$ cat src/design/lof_cfg.svh
// register map, field positions, reset values and sizes of the lvds output formatter
`ifndef LOF_CFG_SVH
`define LOF_CFG_SVH
// register indices; byte address is four times the index
`define LOF_IDX_MODE 8'h10
`define LOF_IDX_LINK 8'h18
`define LOF_IDX_LEVEL 8'h19
`define LOF_IDX_ROUTE 8'h1A
`define LOF_IDX_TRIM 8'h1B
`define LOF_IDX_STATUS 8'h1C
// reset values
`define LOF_RST_MODE 8'h3E
`define LOF_RST_LINK 8'h70
`define LOF_RST_LEVEL 8'h05
`define LOF_RST_ROUTE 8'h03
`define LOF_RST_TRIM 8'h00
// writable bits; the rest read as zero
`define LOF_MASK_MODE 8'hFF
`define LOF_MASK_LINK 8'hFF
`define LOF_MASK_LEVEL 8'h5F
`define LOF_MASK_ROUTE 8'h73
`define LOF_MASK_TRIM 8'h33
// fields of the mode register
`define LOF_MODE_LSB 5
`define LOF_MODE_DUAL_IN 2'h0
`define LOF_MODE_SINGLE_IN 2'h1
`define LOF_MODE_TWO_STREAM 2'h2
// fields of the link register
`define LOF_BIT_DE_INV 7
`define LOF_BIT_HS_INV 6
`define LOF_BIT_VS_INV 5
`define LOF_BIT_LINK_CFG 4
`define LOF_BIT_A_WIDE 3
`define LOF_BIT_B_WIDE 2
`define LOF_BIT_A_LOWFMT 1
`define LOF_BIT_B_LOWFMT 0
// fields of the level, trim and routing registers
`define LOF_BIT_A_LEVEL_SEL 6
`define LOF_BIT_B_LEVEL_SEL 4
`define LOF_A_SWING_LSB 2
`define LOF_B_SWING_LSB 0
`define LOF_A_TRIM_LSB 4
`define LOF_B_TRIM_LSB 0
`define LOF_BIT_SWAP 6
// pixel buffer
`define LOF_FIFO_DEPTH 8
`endif

$ cat src/design/lof_pkg.sv
// types shared by the lvds output formatter
package lof_pkg;
	typedef struct packed {
		logic src;
		logic de;
		logic hs;
		logic vs;
		logic [7:0] red;
		logic [7:0] green;
		logic [7:0] blue;
	} lof_pix_t;

	typedef struct packed {
		logic [6:0] lane3;
		logic [6:0] lane2;
		logic [6:0] lane1;
		logic [6:0] lane0;
	} lof_word_t;

	typedef struct packed {
		logic first_out_level_select;
		logic second_out_level_select;
		logic [1:0] first_out_swing;
		logic [1:0] second_out_swing;
		logic [1:0] first_out_level_trim;
		logic [1:0] second_out_level_trim;
	} lof_level_t;

	typedef enum logic [1:0] {LINK_SINGLE, LINK_DUAL, LINK_PAIR} lof_link_t;
endpackage : lof_pkg

$ cat src/design/lof_formatter.sv
// lvds output formatter: apb registers, pixel buffer, routing and lane packing
//
// Contract
// - enable_signal_inverted clear sends data-enable high on active pixels, set sends it low.
// - line_sync_inverted set (default) drives line sync low in sync intervals, clear drives it high.
// - frame_sync_inverted set (default) drives frame sync low in sync intervals, clear drives it high.
// - link bit clear with input mode 00 or 01 enables both outputs as one dual link.
// - link bit clear with input mode 10 runs the two outputs as two independent single links.
// - link bit set (default) enables output A alone as a single link and keeps B off.
// - first_out_wide_pixel clear gives 18 bits and a dead fourth lane on A, set gives 24 bits with it.
// - second_out_wide_pixel clear gives 18 bits and a dead fourth lane on B, set gives 24 bits with it.
// - first_out_low_bits_format clear puts the two top bits per colour on A's fourth lane, set the two low bits.
// - second_out_low_bits_format clear puts the two top bits on B's fourth lane, set the two low bits.
// - format set with wide clear drops the two low bits per colour and keeps the fourth lane dead.
// - pixel swap clear sends odd pixels to A and even to B, set sends odd to B and even to A.
// - in two-stream input mode pixel swap sends input stream A to output B and B to A.
// - input mode 00 is dual input, 01 single (default), 10 two streams, 11 reserved.
`timescale 1ns/1ps

module lof_fifo #(
	parameter int WIDTH = 28,
	parameter int DEPTH = 8
) (
	// clock and reset
	input wire logic clk,
	input wire logic rst_n,
	// fill side
	input wire logic in_valid,
	output logic in_ready,
	input wire logic [WIDTH-1:0] in_data,
	// drain side
	output logic out_valid,
	input wire logic out_ready,
	output logic [WIDTH-1:0] out_data,
	output logic [$clog2(DEPTH):0] count
);
	localparam int AW = $clog2(DEPTH);
	logic [WIDTH-1:0] mem [DEPTH];
	logic [AW-1:0] wr_ptr;
	logic [AW-1:0] rd_ptr;
	logic push;
	logic pop;
	logic [AW:0] next_count;

	assign push = in_valid && in_ready;
	assign pop = out_valid && out_ready;
	assign out_valid = (count != '0);
	assign out_data = mem[rd_ptr];

	always_comb begin
		next_count = count;
		if (push && !pop) begin
			next_count = count + 1'b1;
		end else if (pop && !push) begin
			next_count = count - 1'b1;
		end
	end

	always_ff @(posedge clk or negedge rst_n) begin
		if (!rst_n) begin
			count <= '0;
			in_ready <= 1'b1;
		end else begin
			count <= next_count;
			in_ready <= (next_count != DEPTH[AW:0]);
		end
	end

	always_ff @(posedge clk or negedge rst_n) begin
		if (!rst_n) begin
			wr_ptr <= '0;
			rd_ptr <= '0;
		end else begin
			if (push) begin
				wr_ptr <= (wr_ptr == AW'(DEPTH - 1)) ? '0 : wr_ptr + 1'b1;
			end
			if (pop) begin
				rd_ptr <= (rd_ptr == AW'(DEPTH - 1)) ? '0 : rd_ptr + 1'b1;
			end
		end
	end

	always_ff @(posedge clk) begin
		if (push) begin
			mem[wr_ptr] <= in_data;
		end
	end
endmodule : lof_fifo

module lof_formatter
	import lof_pkg::*;
(
	// clock and reset
	input wire logic I_CORE_CLK,
	input wire logic I_RESET_N,
	// apb slave
	input wire logic I_PSEL,
	input wire logic I_PENABLE,
	input wire logic I_PWRITE,
	input wire logic [11:0] I_PADDR,
	input wire logic [31:0] I_PWDATA,
	input wire logic [3:0] I_PSTRB,
	output logic [31:0] O_PRDATA,
	output logic O_PREADY,
	output logic O_PSLVERR,
	// incoming pixels
	input wire logic I_PIX_VALID,
	input wire lof_pix_t I_PIX,
	output logic O_PIX_READY,
	// serializer side
	input wire logic I_OUT_READY,
	output lof_word_t O_CHA_WORD,
	output lof_word_t O_CHB_WORD,
	output logic O_CHA_VALID,
	output logic O_CHB_VALID,
	output logic O_CHA_EN,
	output logic O_CHB_EN,
	output logic O_CHA_LANE3_EN,
	output logic O_CHB_LANE3_EN,
	output lof_level_t O_LEVEL
);
	`include "lof_cfg.svh"

	logic [7:0] reg_mode;
	logic [7:0] reg_link;
	logic [7:0] reg_level;
	logic [7:0] reg_route;
	logic [7:0] reg_trim;
	logic [7:0] idx;
	logic hit;
	logic wr_en;
	logic [7:0] rd_val;
	logic [1:0] in_mode;
	lof_link_t link_mode;
	logic swap;
	logic [2:0] inv;
	logic [1:0] wide;
	logic [1:0] lowfmt;
	logic [1:0] ch_en;
	logic fifo_valid;
	lof_pix_t fifo_pix;
	logic [3:0] fifo_count;
	logic pop;
	logic pend;
	lof_pix_t held;
	lof_pix_t ch_pix [2];
	logic [1:0] ch_fire;
	lof_word_t ch_word [2];
	lof_word_t out_word [2];
	logic [1:0] out_valid;
	logic [1:0] out_en;
	logic [1:0] out_lane3;

	// apb decode
	assign idx = I_PADDR[9:2];
	assign hit = (I_PADDR[11:10] == 2'h0) && (I_PADDR[1:0] == 2'h0) &&
		(idx == `LOF_IDX_MODE || idx == `LOF_IDX_LINK || idx == `LOF_IDX_LEVEL ||
		idx == `LOF_IDX_ROUTE || idx == `LOF_IDX_TRIM || idx == `LOF_IDX_STATUS);
	assign wr_en = I_PSEL && I_PENABLE && O_PREADY && I_PWRITE && hit && I_PSTRB[0];

	always_comb begin
		case (idx)
			`LOF_IDX_MODE: rd_val = reg_mode;
			`LOF_IDX_LINK: rd_val = reg_link;
			`LOF_IDX_LEVEL: rd_val = reg_level;
			`LOF_IDX_ROUTE: rd_val = reg_route;
			`LOF_IDX_TRIM: rd_val = reg_trim;
			`LOF_IDX_STATUS: rd_val = {pend, fifo_count, ch_en[1], ch_en[0], link_mode == LINK_DUAL};
			default: rd_val = 8'h00;
		endcase
	end

	// answer in the first access cycle
	always_ff @(posedge I_CORE_CLK or negedge I_RESET_N) begin
		if (!I_RESET_N) begin
			O_PREADY <= 1'b0;
			O_PRDATA <= 32'h0000_0000;
			O_PSLVERR <= 1'b0;
		end else begin
			O_PREADY <= I_PSEL && !I_PENABLE;
			if (I_PSEL && !I_PENABLE) begin
				O_PRDATA <= (hit && !I_PWRITE) ? {24'h00_0000, rd_val} : 32'h0000_0000;
				O_PSLVERR <= !hit;
			end
		end
	end

	always_ff @(posedge I_CORE_CLK or negedge I_RESET_N) begin
		if (!I_RESET_N) begin
			reg_mode <= `LOF_RST_MODE;
			reg_link <= `LOF_RST_LINK;
			reg_level <= `LOF_RST_LEVEL;
			reg_route <= `LOF_RST_ROUTE;
			reg_trim <= `LOF_RST_TRIM;
		end else if (wr_en) begin
			case (idx)
				`LOF_IDX_MODE: reg_mode <= I_PWDATA[7:0] & `LOF_MASK_MODE;
				`LOF_IDX_LINK: reg_link <= I_PWDATA[7:0] & `LOF_MASK_LINK;
				`LOF_IDX_LEVEL: reg_level <= I_PWDATA[7:0] & `LOF_MASK_LEVEL;
				`LOF_IDX_ROUTE: reg_route <= I_PWDATA[7:0] & `LOF_MASK_ROUTE;
				`LOF_IDX_TRIM: reg_trim <= I_PWDATA[7:0] & `LOF_MASK_TRIM;
				default: reg_mode <= reg_mode;
			endcase
		end
	end

	assign in_mode = reg_mode[`LOF_MODE_LSB+:2];
	assign swap = reg_route[`LOF_BIT_SWAP];
	assign inv = {reg_link[`LOF_BIT_DE_INV], reg_link[`LOF_BIT_HS_INV], reg_link[`LOF_BIT_VS_INV]};
	assign wide = {reg_link[`LOF_BIT_B_WIDE], reg_link[`LOF_BIT_A_WIDE]};
	assign lowfmt = {reg_link[`LOF_BIT_B_LOWFMT], reg_link[`LOF_BIT_A_LOWFMT]};

	always_comb begin
		if (reg_link[`LOF_BIT_LINK_CFG]) begin
			link_mode = LINK_SINGLE;
		end else if (in_mode == `LOF_MODE_DUAL_IN || in_mode == `LOF_MODE_SINGLE_IN) begin
			link_mode = LINK_DUAL;
		end else if (in_mode == `LOF_MODE_TWO_STREAM) begin
			link_mode = LINK_PAIR;
		end else begin
			link_mode = LINK_SINGLE;
		end
	end
	assign ch_en = {link_mode != LINK_SINGLE, 1'b1};

	lof_fifo #(
		.WIDTH($bits(lof_pix_t)),
		.DEPTH(`LOF_FIFO_DEPTH)
	) u_fifo (
		.clk(I_CORE_CLK),
		.rst_n(I_RESET_N),
		.in_valid(I_PIX_VALID),
		.in_ready(O_PIX_READY),
		.in_data(I_PIX),
		.out_valid(fifo_valid),
		.out_ready(I_OUT_READY),
		.out_data(fifo_pix),
		.count(fifo_count)
	);

	assign pop = fifo_valid && I_OUT_READY;

	// odd pixel waits for its even partner
	always_ff @(posedge I_CORE_CLK or negedge I_RESET_N) begin
		if (!I_RESET_N) begin
			pend <= 1'b0;
			held <= '0;
		end else if (link_mode != LINK_DUAL) begin
			pend <= 1'b0;
		end else if (pop) begin
			pend <= !pend;
			if (!pend) begin
				held <= fifo_pix;
			end
		end
	end

	always_comb begin
		ch_pix[0] = fifo_pix;
		ch_pix[1] = fifo_pix;
		ch_fire = 2'b00;
		case (link_mode)
			LINK_DUAL: begin
				ch_pix[0] = swap ? fifo_pix : held;
				ch_pix[1] = swap ? held : fifo_pix;
				ch_fire = {2{pop && pend}};
			end
			LINK_PAIR: begin
				ch_fire[0] = pop && (fifo_pix.src == swap);
				ch_fire[1] = pop && (fifo_pix.src != swap);
			end
			default: begin
				ch_fire[0] = pop;
			end
		endcase
	end

	function automatic lof_word_t lof_pack(lof_pix_t p, logic wide_b, logic low_b, logic [2:0] inv_b);
		logic [5:0] r6;
		logic [5:0] g6;
		logic [5:0] b6;
		logic [1:0] re;
		logic [1:0] ge;
		logic [1:0] be;
		lof_word_t w;
		// which bits ride the fourth lane
		if (low_b) begin
			r6 = p.red[7:2];
			g6 = p.green[7:2];
			b6 = p.blue[7:2];
			re = p.red[1:0];
			ge = p.green[1:0];
			be = p.blue[1:0];
		end else begin
			r6 = p.red[5:0];
			g6 = p.green[5:0];
			b6 = p.blue[5:0];
			re = p.red[7:6];
			ge = p.green[7:6];
			be = p.blue[7:6];
		end
		w.lane0 = {g6[0], r6};
		w.lane1 = {b6[1:0], g6[5:1]};
		w.lane2 = {b6[5:2], p.vs ^ inv_b[0], p.hs ^ inv_b[1], p.de ^ inv_b[2]};
		w.lane3 = wide_b ? {1'b0, be, ge, re} : 7'h00;
		return w;
	endfunction : lof_pack

	generate
		for (genvar c = 0; c < 2; c++) begin : g_ch
			assign ch_word[c] = lof_pack(ch_pix[c], wide[c], lowfmt[c], inv);
			always_ff @(posedge I_CORE_CLK or negedge I_RESET_N) begin
				if (!I_RESET_N) begin
					out_word[c] <= '0;
					out_valid[c] <= 1'b0;
					out_en[c] <= 1'b0;
					out_lane3[c] <= 1'b0;
				end else begin
					out_en[c] <= ch_en[c];
					out_lane3[c] <= ch_en[c] && wide[c];
					out_valid[c] <= ch_en[c] && ch_fire[c];
					if (!ch_en[c]) begin
						out_word[c] <= '0;
					end else if (ch_fire[c]) begin
						out_word[c] <= ch_word[c];
					end
				end
			end
		end
	endgenerate

	assign O_CHA_WORD = out_word[0];
	assign O_CHB_WORD = out_word[1];
	assign O_CHA_VALID = out_valid[0];
	assign O_CHB_VALID = out_valid[1];
	assign O_CHA_EN = out_en[0];
	assign O_CHB_EN = out_en[1];
	assign O_CHA_LANE3_EN = out_lane3[0];
	assign O_CHB_LANE3_EN = out_lane3[1];

	// analog level fields passed to the output drivers
	always_ff @(posedge I_CORE_CLK or negedge I_RESET_N) begin
		if (!I_RESET_N) begin
			O_LEVEL <= '0;
		end else begin
			O_LEVEL.first_out_level_select <= reg_level[`LOF_BIT_A_LEVEL_SEL];
			O_LEVEL.second_out_level_select <= reg_level[`LOF_BIT_B_LEVEL_SEL];
			O_LEVEL.first_out_swing <= reg_level[`LOF_A_SWING_LSB+:2];
			O_LEVEL.second_out_swing <= reg_level[`LOF_B_SWING_LSB+:2];
			O_LEVEL.first_out_level_trim <= reg_trim[`LOF_A_TRIM_LSB+:2];
			O_LEVEL.second_out_level_trim <= reg_trim[`LOF_B_TRIM_LSB+:2];
		end
	end

	property p_de_pol;
		@(posedge I_CORE_CLK) disable iff (!I_RESET_N)
		ch_fire[0] |=> O_CHA_WORD.lane2[0] == ($past(ch_pix[0].de) ^ $past(reg_link[`LOF_BIT_DE_INV]));
	endproperty
	a_de_pol: assert property (p_de_pol) else $error("data-enable polarity wrong");

	property p_hs_pol;
		@(posedge I_CORE_CLK) disable iff (!I_RESET_N)
		ch_fire[0] |=> O_CHA_WORD.lane2[1] == ($past(ch_pix[0].hs) ^ $past(reg_link[`LOF_BIT_HS_INV]));
	endproperty
	a_hs_pol: assert property (p_hs_pol) else $error("line sync polarity wrong");

	property p_vs_pol;
		@(posedge I_CORE_CLK) disable iff (!I_RESET_N)
		ch_fire[0] |=> O_CHA_WORD.lane2[2] == ($past(ch_pix[0].vs) ^ $past(reg_link[`LOF_BIT_VS_INV]));
	endproperty
	a_vs_pol: assert property (p_vs_pol) else $error("frame sync polarity wrong");

	property p_dual;
		@(posedge I_CORE_CLK) disable iff (!I_RESET_N)
		(!reg_link[`LOF_BIT_LINK_CFG] && !in_mode[1]) |=> (O_CHA_EN && O_CHB_EN && O_CHA_VALID == O_CHB_VALID);
	endproperty
	a_dual: assert property (p_dual) else $error("dual link not paired");

	property p_pair;
		@(posedge I_CORE_CLK) disable iff (!I_RESET_N)
		(link_mode == LINK_PAIR && pop) |=> (O_CHA_VALID != O_CHB_VALID) && O_CHB_EN;
	endproperty
	a_pair: assert property (p_pair) else $error("two single links not independent");

	property p_single;
		@(posedge I_CORE_CLK) disable iff (!I_RESET_N)
		reg_link[`LOF_BIT_LINK_CFG] ##1 reg_link[`LOF_BIT_LINK_CFG] |=> (O_CHA_EN && !O_CHB_EN && !O_CHB_VALID);
	endproperty
	a_single: assert property (p_single) else $error("second output active in single link");

	property p_lane3;
		@(posedge I_CORE_CLK) disable iff (!I_RESET_N)
		1'b1 |=> O_CHA_LANE3_EN == $past(wide[0]) && O_CHB_LANE3_EN == ($past(wide[1]) && O_CHB_EN);
	endproperty
	a_lane3: assert property (p_lane3) else $error("fourth lane enable wrong");

	property p_trunc;
		@(posedge I_CORE_CLK) disable iff (!I_RESET_N)
		(ch_fire[0] && lowfmt[0] && !wide[0]) |=>
		O_CHA_WORD.lane0[5:0] == $past(ch_pix[0].red[7:2]) && O_CHA_WORD.lane3 == 7'h00;
	endproperty
	a_trunc: assert property (p_trunc) else $error("24 to 18 bit reduction wrong");

	property p_swap;
		@(posedge I_CORE_CLK) disable iff (!I_RESET_N)
		(link_mode == LINK_DUAL && pop && pend && !swap) |=>
		O_CHB_WORD.lane0[5:0] == $past(fifo_pix.red[5:0]) || $past(lowfmt[1]);
	endproperty
	a_swap: assert property (p_swap) else $error("even pixel not on second output");

	property p_quiet;
		@(posedge I_CORE_CLK) disable iff (!I_RESET_N)
		(!O_CHB_EN ##1 !O_CHB_EN) |-> O_CHB_WORD == '0;
	endproperty
	a_quiet: assert property (p_quiet) else $error("disabled output not quiet");

	property p_fmt_a;
		@(posedge I_CORE_CLK) disable iff (!I_RESET_N)
		(ch_fire[0] && wide[0] && !lowfmt[0]) |=> O_CHA_WORD.lane3 ==
		{1'b0, $past(ch_pix[0].blue[7:6]), $past(ch_pix[0].green[7:6]), $past(ch_pix[0].red[7:6])};
	endproperty
	a_fmt_a: assert property (p_fmt_a) else $error("first output fourth lane format wrong");

	property p_fmt_b;
		@(posedge I_CORE_CLK) disable iff (!I_RESET_N)
		(ch_fire[1] && wide[1] && !lowfmt[1]) |=> O_CHB_WORD.lane3 ==
		{1'b0, $past(ch_pix[1].blue[7:6]), $past(ch_pix[1].green[7:6]), $past(ch_pix[1].red[7:6])};
	endproperty
	a_fmt_b: assert property (p_fmt_b) else $error("second output fourth lane format wrong");

	property p_pair_route;
		@(posedge I_CORE_CLK) disable iff (!I_RESET_N)
		(link_mode == LINK_PAIR && pop) |=> O_CHB_VALID == ($past(fifo_pix.src) ^ $past(swap));
	endproperty
	a_pair_route: assert property (p_pair_route) else $error("stream routed to wrong output");

	property p_reserved;
		@(posedge I_CORE_CLK) disable iff (!I_RESET_N)
		(in_mode == 2'h3 && pop) |=> O_CHA_VALID && !O_CHB_VALID;
	endproperty
	a_reserved: assert property (p_reserved) else $error("reserved input mode not on first output");

	property p_apb;
		@(posedge I_CORE_CLK) disable iff (!I_RESET_N)
		(I_PSEL && !I_PENABLE) |=> O_PREADY ##1 !O_PREADY;
	endproperty
	a_apb: assert property (p_apb) else $error("apb answer timing wrong");

	c_dual: cover property (@(posedge I_CORE_CLK) disable iff (!I_RESET_N) link_mode == LINK_DUAL && O_CHB_VALID);
	c_pair: cover property (@(posedge I_CORE_CLK) disable iff (!I_RESET_N) link_mode == LINK_PAIR && O_CHB_VALID);
	c_full: cover property (@(posedge I_CORE_CLK) disable iff (!I_RESET_N) !O_PIX_READY);
	c_wide: cover property (@(posedge I_CORE_CLK) disable iff (!I_RESET_N) O_CHA_VALID && O_CHA_LANE3_EN);
	c_swap: cover property (@(posedge I_CORE_CLK) disable iff (!I_RESET_N) link_mode == LINK_DUAL && swap && O_CHA_VALID);
endmodule : lof_formatter

$ cat config.mk
export PLATFORM = sky130hd
export DESIGN_NAME = lof_formatter
export DESIGN_NICKNAME = d
export VERILOG_FILES = /design/src/design/lof_pkg.sv /design/src/design/lof_formatter.sv
export VERILOG_INCLUDE_DIRS = /design/src /design/src/design
export SDC_FILE = /design/constraint.sdc
export NUM_CORES = 1
export LEC_CHECK = 0
export ABC_AREA = 1
export CAP_MARGIN = 25
export CORE_MARGIN = 4
export CORE_UTILIZATION = 40
export CTS_CLUSTER_DIAMETER = 100
export DETAILED_ROUTE_END_ITERATION = 8
export DONT_BUFFER_PORTS = 1
export SYNTH_ARGS = -nofsm -noshare
export SYNTH_HDL_FRONTEND = slang
export SYNTH_SLANG_ARGS = --single-unit
$ cat constraint.sdc
create_clock -name I_CORE_CLK -period 5 [get_ports I_CORE_CLK]
set_input_delay 1 -clock I_CORE_CLK [delete_from_list [all_inputs] [get_ports I_CORE_CLK]]
set_output_delay 1 -clock I_CORE_CLK [all_outputs]
set_load 0.02 [all_outputs]
## Word-level counts from Yosys, hierarchy flattened

Memories as Yosys holds them, arrays and structs flattened.
Index checks and enable logic that the tools add are counted.

| word-level totals | value |
|---|---|
| bits of input ports | 83 |
| memories | 1 |
| output and inout bits | 107 |
| logic and storage cells | 146 |
| bits in registers | 177 |
| RAM bits | 224 |

Memories:

| name | words | bits a word | rd ports | clocked after memory_dff | write ports | line | RTL |
|---|---|---|---|---|---|---|---|
| u_fifo.mem | 8 | 28 | 1 | 0 | 1 | lof_formatter.sv:38 | `logic [WIDTH-1:0] mem [DEPTH];` |

| cells by class | value |
|---|---|
| multiplexer cells | 34 |
| bitwise logic cells | 8 |
| add/subtract/negate cells | 4 |
| reduce and logical (&&, ||, !) cells | 42 |
| eq/ne operators | 17 |

Operators by type and width:

| cell | number |
|---|---|
| 28-bit 2-to-1 mux | 3 |
| 55-bit 2-to-1 mux | 1 |
| 8-bit by 5-bit equality test with 1-bit output (second input constant) | 6 |
| 6-bit 2-to-1 mux | 8 |
| 8-bit case mux with 6 select lines | 1 |
| 27-bit 2-to-1 mux | 1 |
| 1-bit logical AND | 18 |
| 2-bit 2-to-1 mux | 9 |
| 2-bit AND reduction | 5 |
| 4-bit 2-to-1 mux | 2 |
| 8-bit 2-to-1 mux | 1 |
| 3-bit by 1-bit adder with 3-bit output (second input constant) | 2 |
| 3-bit equality test (second input constant) | 2 |
| 1-bit zero test | 6 |
| 2-bit zero test | 3 |
| 1-bit logical OR | 6 |
| 3-bit 2-to-1 mux | 2 |
| 1-bit bitwise XOR | 6 |
| 4-bit by 1-bit adder with 4-bit output (second input constant) | 1 |
| 2-bit by 1-bit equality test with 1-bit output (second input constant) | 2 |
| 2-bit equality test (second input constant) | 2 |
| 1-bit 2-to-1 mux | 4 |
| 2-bit by 1-bit != test with 1-bit output (second input constant) | 2 |
| 4-bit != test (second input constant) | 1 |
| other kinds (8) | 11 |

## Logic depth before layout (Yosys ltp)

Gate-level depths: netlist (run 1).

| depth | value |
|---|---|
| depth in word-level cells | 10 |
| mapped depth | 14 |
| mapped depth without buffers | 12 |

## Hierarchy

Synthesis (run 1) repeated with hierarchy kept, for this count alone.

| second synthesis, totals | value |
|---|---|
| cells, all modules | 1644 |
| area, all modules | 16402.0 um2 |

Modules (own cells, without submodules):

| module | sequential area each (um2) | instances | cells an instance | area each (um2) |
|---|---|---|---|---|
| lof_fifo | 7003.0 | 1 | 752 | 9394.0 |
| lof_formatter | 3493.4 | 1 | 892 | 7008.0 |

## Least setup slack after synthesis (run 1)

Ideal clock, no wire load.

| timing path | value |
|---|---|
| kind | input to register |
| from | input I_PIX_VALID |
| to | memory u_fifo.mem[0][0], enable pin |
| path slack | 2.055 ns |
| stages | 4 |
| arrival | 2.532 ns |
| cell sequence | nand2_1 -> inv_1 -> nand2_1 -> nor2_1 |

| between the ends | value |
|---|---|
| word-level cells in the longest chain between the ends | 3 |

Ends and longest elaborated chain:

| element | line | RTL |
|---|---|---|
| from (decl) | lof_formatter.sv:107 | `input wire logic I_PIX_VALID,` |
| 1-bit logical AND | lof_formatter.sv:45 | `assign push = in_valid && in_ready;` |
| 1-bit 2-to-1 mux | lof_formatter.sv:84 | `if (push) begin` |
| 1-bit 2-to-1 mux (not written as such) | lof_formatter.sv:85 | `mem[wr_ptr] <= in_data;` |
| to (decl) | lof_formatter.sv:38 |  |

Every way passes these cells.

## Worst setup path after layout (run 1)

| timing path | value |
|---|---|
| from | register u_fifo.rd_ptr[0] |
| to | register out_word (netlist bit O_CHB_WORD[14]) |

| between the ends | value |
|---|---|
| word-level cells in the longest chain between the ends | 6 |
| elaborated cells on any way between the ends | 10 |
| those cells by class | eq/ne (2); mux (5); bitwise (1); reduce/logical (1); memory (1) |

Ends and longest elaborated chain:

| element | line | RTL |
|---|---|---|
| from (decl) | lof_formatter.sv:40 | `logic [AW-1:0] rd_ptr;` |
| from (signal assigned) | lof_formatter.sv:78 | `rd_ptr <= (rd_ptr == AW'(DEPTH - 1)) ? '0 : rd_ptr + 1'b1;` |
| memory 8 x 28 bit (*) | n/a |  |
| 28-bit 2-to-1 mux | lof_formatter.sv:265 | `ch_pix[1] = swap ? held : fifo_pix;` |
| 55-bit 2-to-1 mux | lof_formatter.sv:262 | `case (link_mode)` |
| 1-bit bitwise XOR | lof_formatter.sv:304 | `w.lane2 = {b6[5:2], p.vs ^ inv_b[0], p.hs ^ inv_b[1], p.de ^ inv_b[2]};` |
| 28-bit 2-to-1 mux | lof_formatter.sv:324 | `end else if (ch_fire[c]) begin` |
| 28-bit 2-to-1 mux | lof_formatter.sv:322 | `if (!ch_en[c]) begin` |
| to (signal, indexed assignment) | lof_formatter.sv:325 | `out_word[c] <= ch_word[c];` |
| to (decl) | lof_formatter.sv:149 | `lof_word_t out_word [2];` |

Mark *: on every way between the ends. The rest lies on a longest branch, timed or not. The select of a mux whose other input is x is not followed.
A chain may end at the register's enable or synchronous reset.

==> impl_metrics.py, run 1 <==
metrics = {
    "pwr": {
        "p_per_area_nw_per_um2": 584,
        "power.leakage_nw": 7.97,
        "peakVddDrop_v": 0.000306,
    },
    "yosys": {
        "synth_top_cells_by_count": "602 x nand2_1, 224 x edfxtp_1, 190 x nor2_1, 182 x nand3_1, 144 x o21ai_0",
        "syn_area_per_cell_um2": 9.35,
        "seq_area_frac_synth_pct": 62.5,
        "netlist_area_um2": 16800,
        "synthArstFlopShare_pct": 40.1,
        "synth_top_area_share_pct": 40.0,
        "synth_edf_count": 224,
        "ys_types": 40,
        "ys_top_cells_by_area": "edfxtp_1 40%, dfrtp_1 20%, nand2_1 13%",
        "yosysTopAreaCell": "edfxtp_1",
        "synth_cells": 1797,
        "synth_flop_cell": "edfxtp_1",
        "synth_warnings": 0,
        "synth_most_common_cell": "nand2_1",
        "ys_ff_latch": 374,
    },
    "timing": {
        "drv_slew": 0,
        "slew_headroom_pct": 31.3,
        "period_minus_slack_ns": 2.90,
        "tightest_slew_ns": 1.03,
        "rsz0062_at_grt": "no",
        "finalSetupTns_ns": 0,
        "worst_clock_skew_ns": 0.0154,
        "fin_crit_sh_pct": 58.0,
        "setup_viol": 0,
        "setup_ws_ns": 2.10,
        "hold_viol": 0,
        "holdWs_ns": 0.149,
        "max_freq_mhz": 345,
    },
    "clocking": {
        "clk_latency_ns": 0.56,
        "cts_resized": 0,
        "cts_buffers": 41,
        "root_buffer": "clkbuf_16",
        "ctsHoldBuffers": 0,
        "cts.sink_count": 374,
        "clockBufferDepth": 3,
        "cts_tree": "done",
        "cts_max_level": 2,
        "post_cts_buffers": 0,
        "clkTransAtPathRegs_ns": 0.06,
    },
    "detailed_routing": {
        "via_per_inst": 5.20,
        "drc": 0,
        "wire_per_inst_um": 18.6,
        "drt_iter0_drc": 1158,
        "vias": 12200,
        "firstDrtPassIters": 5,
        "wl_um": 43500,
        "ant_nets": 0,
    },
    "place": {
        "place_congestion": 0.817,
        "io_buffers": 0,
        "dp_slack_ns": 2.07,
        "placedCellCount": 2263,
        "dp_hpwl_um": 27000,
    },
    "finish": {
        "fill_cells": 3857,
        "fin_nets": 1863,
        "synthToLayoutAreaGrowth_pct": 9.72,
        "num_antenna_cells": 0,
        "stdcell_count": 2338,
        "fin_util_pct": 44.8,
        "drive_above_1_share_pct": 7.31,
    },
    "worst_setup_path": {
        "cp-start-kind": "flop",
        "crit_fanout": 65,
        "worstSetupPathType": "reg2reg",
        "cp.arrival_ns": 3.34,
        "cpMaxStageDelayCell": "buf_4",
        "critPathMostFrequentCell": "nand2_1",
        "worstPathCellList": "buf_4 > nand2_1 > nand3_1 > nand3_2 > nand3_2 > nand2_1 > nand3_1 > buf_4 > nand2_1 > nand2_1 > nand2_1",
        "end_kind": "flop",
        "cp_slowest_stage_delay_ns": 0.60,
        "required_ns": 5.44,
    },
    "floorplanning": {
        "ios": 190,
        "initial_utilization_pct": 40.8,
        "rows": 74,
        "die_area_um2": 45400,
        "dieWidth_um": 213,
        "core-area_um2": 41200,
        "fp.dieH_um": 213,
    },
    "grt": {
        "antenna_found_initial": 0,
        "grt_pass1_vias": 11300,
        "grt_max_degree": 151,
        "grt_pass1_wl_um": 66800,
        "grt_overflow": 0,
        "grtUsageTotal_pct": 19.0,
    },
    "run": {
        "maxCapViolations": 0,
    },
    "outcome": {
        "status": "finished clean",
    },
    "min_path": {
        "hold_path_class": "in2async",
    },
}
[cells in the final DEF (no fill, tap or decap), types with 5 or more instances in the layout]
cell and count:
buf_4 21, clkbuf_1 9, clkbuf_16 41, clkbuf_8 5
clkinv_1 7, clkinv_2 7, conb_1 27, dfrtp_1 135
dfstp_2 13, edfxtp_1 224, ha_1 6, inv_1 99
inv_2 5, nand2_1 602, nand3_1 182, nand3_2 6
nand4_1 29, nor2_1 182, nor2_2 9, nor3_1 7
o21ai_0 144, o21ai_1 9
[per-stage QoR]
stage          cell area [µm²]  power [W]
4_1_cts                  18400     0.0109
5_1_grt                  18400     0.0115
3_5_place_dp             17100    0.00781
2_1_floorplan            16900    0.00676
6_report                 18400     0.0108
3_3_place_gp             17100    0.00775
[layer usage]
layer  track usage, %  vias to the layer above  part of all wire, %
met5                0                        -                    0
met4             5.00                        0                  2.0
met3             3.98                       63                  6.8
met2             29.8                      393                   46
met1             27.2                     5856                   45
li1                 -                     5853                    -
[cell type report]
cell class              instances  area (µm²)  area share, %
inverters                     107         404           2.19
clock inverters                20         209           1.13
repair buffers                 21         158          0.855
clock buffers                  55        1130           6.12
well taps                     532         666           3.61
flip-flops and latches        374       10500           56.9
multi-input cells            1229        5380           29.1
[critical path, delay by kind of cell, from the launching register on]
| kind | cells | cell delay, ns |
|---|---|---|
| and+or+nand+nor | 9 | 1.40 |
| buffers and inverters | 2 | 0.91 |
| DFF | 1 | 0.46 |
[path summary, 6_finish.rpt]
kind	from	to	slack (ns)	cells past startpoint
setup / recovery	u_fifo.rd_ptr[0]	O_CHB_WORD[14]	2.10	11
hold / removal	I_RESET_N	O_CHB_WORD[5]	0.15	0
setup reg to reg	u_fifo.rd_ptr[0]	O_CHB_WORD[14]	2.10	11
hold reg to reg	reg_level[1]	O_LEVEL[5]	0.41	0
max in group asynchronous	I_RESET_N	u_fifo.in_ready	4.58	0
min in group I_CORE_CLK	reg_level[1]	O_LEVEL[5]	0.41	0
[state kept, by name, indices dropped and copies added (netlist names), 3 cells and up]
signal / flops
O_LEVEL: 10
reg_trim: 4
reg_mode: 8
u_fifo.mem: 224
u_fifo.rd_ptr: 3
reg_route: 5
u_fifo.wr_ptr: 3
u_fifo.count: 4
O_CHB_WORD: 27
reg_level: 6
O_CHA_WORD: 27
reg_link: 8
O_PRDATA: 8
held: 27
[where the power goes]
group | internal (W) | leakage (nW) | switching, W | total (W)
logic | 0.000907 | 3.37 | 0.00245 | 0.00336
clock network | 0.00180 | 0.661 | 0.00122 | 0.00302
registers | 0.00389 | 3.94 | 0.000501 | 0.00439
[logic make-up (layout without fill, tap and decap cells)]
group | count (synthesis) | in the layout | synth area share (%)
fa+ha+maj | 6 | 6 | 0.447
flops | 374 | 374 | 62.5
simple gates | 1028 | 1028 | 25.5
other cells | 2 | 27 | 0.0447
xor+xnor | 1 | 1 | 0.0521
buf+inv | 219 | 203 | 6.27
compound gates | 167 | 167 | 5.28
(Power assumes the default switching activity.)
==> run 2, diff against run 1 <==
==> constraint.sdc (replaced) <==
create_clock -name I_CORE_CLK -period 2.4 [get_ports I_CORE_CLK]
set_input_delay 0.48 -clock I_CORE_CLK [delete_from_list [all_inputs] [get_ports I_CORE_CLK]]
set_output_delay 0.48 -clock I_CORE_CLK [all_outputs]
set_load 0.02 [all_outputs]
==> impl_metrics.py, run 2 (same netlist as run 1, synthesis figures left out) <==
metrics = {
    "grt": {
        "antenna_found_initial": 7,
        "grtUsageTotal_pct": 19.2,
        "grt_pass1_vias": 11600,
        "grt_max_degree": 151,
        "grt_pass1_wl_um": 67700,
        "grt_overflow": 0,
    },
    "worst_setup_path": {
        "crit_start": "u_fifo.rd_ptr[0]",
        "rr_startpoint": "u_fifo.rd_ptr[0]",
        "worstSetupPathDepth": 13,
        "cp.buffers_inverters": 3,
        "cp.arrival_ns": 2.75,
        "reg2regPathDepth": 13,
        "cp-start-kind": "flop",
        "worstSetupPathType": "reg2reg",
        "cp_slowest_stage_delay_ns": 0.53,
        "r2r_setup_slack_ns": 0.15,
        "critPathTopFamily": "simple AND/OR/NAND/NOR gates",
        "critPathMostFrequentCell": "nand2_1",
        "required_ns": 2.90,
        "crit_fanout": 21,
        "cpMaxStageDelayCell": "dfrtp_4",
        "end_kind": "flop",
        "worstPathCellList": "inv_4 > buf_12 > nand2_1 > nand2_1 > nand2_1 > nand3_1 > nand2_1 > o21ai_0 > buf_4 > nor2_1 > nor2_1 > nand2_1 > nand2_1",
    },
    "floorplanning": {
        "die_area_um2": 45400,
        "initial_utilization_pct": 40.8,
        "dieWidth_um": 213,
        "rows": 74,
        "core-area_um2": 41200,
        "ios": 190,
        "fp.dieH_um": 213,
    },
    "timing": {
        "period_minus_slack_ns": 2.25,
        "max_freq_mhz": 444,
        "setup_viol": 0,
        "rsz0062_at_grt": "no",
        "tightest_slew_ns": 0.808,
        "hold_viol": 150,
        "drv_slew": 0,
        "holdWs_ns": -0.391,
        "fin_crit_sh_pct": 93.8,
        "slew_headroom_pct": 46.1,
        "worst_clock_skew_ns": 0.0150,
    },
    "finish": {
        "stdcell_count": 2390,
        "largest-register": "u_fifo.mem",
        "fin_nets": 1917,
        "fin_util_pct": 46.2,
        "synthToLayoutAreaGrowth_pct": 13.3,
        "drive_above_1_share_pct": 8.19,
        "largest_register_ffs": 224,
        "stdcell_area_um2": 19000,
        "layout_common_cells": "602 x nand2_1, 224 x edfxtp_1, 182 x nand3_1, 182 x nor2_1, 144 x o21ai_0",
        "final_common_cell": "nand2_1",
    },
    "pwr": {
        "p_per_area_nw_per_um2": 1190,
        "power.leakage_nw": 8.22,
        "peakVddDrop_v": 0.000673,
    },
    "clocking": {
        "cts_max_level": 2,
        "ctsHoldBuffers": 28,
        "cts.sink_count": 374,
        "cts_buffers": 42,
        "cts_tree": "done",
        "clk_latency_ns": 0.56,
        "clockBufferDepth": 3,
        "root_buffer": "clkbuf_16",
        "clkTransAtPathRegs_ns": 0.06,
    },
    "min_path": {
        "hold_path_class": "in2async",
    },
    "place": {
        "io_buffers": 0,
        "place_area_um2": 17500,
        "dp_hpwl_um": 28100,
        "place_congestion": 0.854,
        "placedCellCount": 2288,
    },
    "detailed_routing": {
        "via_per_inst": 5.16,
        "wl_um": 43900,
        "wire_per_inst_um": 18.4,
        "ant_nets": 0,
        "firstDrtPassIters": 5,
        "drc": 0,
        "drt_iter0_drc": 1221,
        "vias": 12300,
    },
    "run": {
        "maxCapViolations": 0,
    },
    "outcome": {
        "status": "complete, but fails checks",
        "violations": "negative hold slack",
    },
}
[run 2: cell count changes in the layout (fill, tap and decap cells not counted), sizes merged]
| cell | change |
|---|---|
| bufinv | -2 |
| clkinvlp | +2 |
| clkinv | -4 |
| buf | +25 |
| clkbuf | +2 |
| diode | +2 |
| dlygate4sd3 | +28 |
| inv | -1 |
[run 2: report_power, final]
group / internal (W) / switching [W]
registers: 0.00811 / 0.00104
clock network: 0.00356 / 0.00251
logic: 0.00227 / 0.00523
total: 0.0139 / 0.00878
[run 2: routing by layer]
metal | vias up | global-route usage [%] | share of wire [%]
li1 | 5969 | - | -
met1 | 5893 | 26.6 | 44
met2 | 378 | 30.0 | 46
met3 | 77 | 5.19 | 7.9
met4 | 8 | 5.51 | 2.4
met5 | - | 0 | 0.11
[run 2: area by class of cell]
cell class	instances	area, µm²
diodes	2	5.00
clock buffers	57	1150
clock inverters	15	133
fillers	3880	22200
inverters	107	404
multi-input cells	1229	5380
flip-flops and latches	374	10500
well taps	532	666
repair buffers	74	805
[run 2: final timing paths]
check                                  end
max                         O_CHA_WORD[24]
min                          O_CHB_WORD[3]
max reg2reg                 O_CHA_WORD[24]
min reg2reg                     O_LEVEL[3]
max in group asynchronous  u_fifo.in_ready
min in group I_CORE_CLK           O_PREADY
[run 2: stage by stage]
stage                     setup WS (ns)  power, W  setup TNS, ns
after floorplan                  -0.141    0.0141         -15.84
after global placement            0.222    0.0165              0
after detailed placement          0.197    0.0167              0
after CTS                         0.183    0.0229              0
after global routing           0.000119    0.0243              0
final                             0.149    0.0227              0
[run 2: repair_timing]
action,4_1_cts,5_1_grt
resized for setup,0,1
setup buffers,0,0
hold endpoints to repair,374,150
endpoints found under the setup margin,0,2
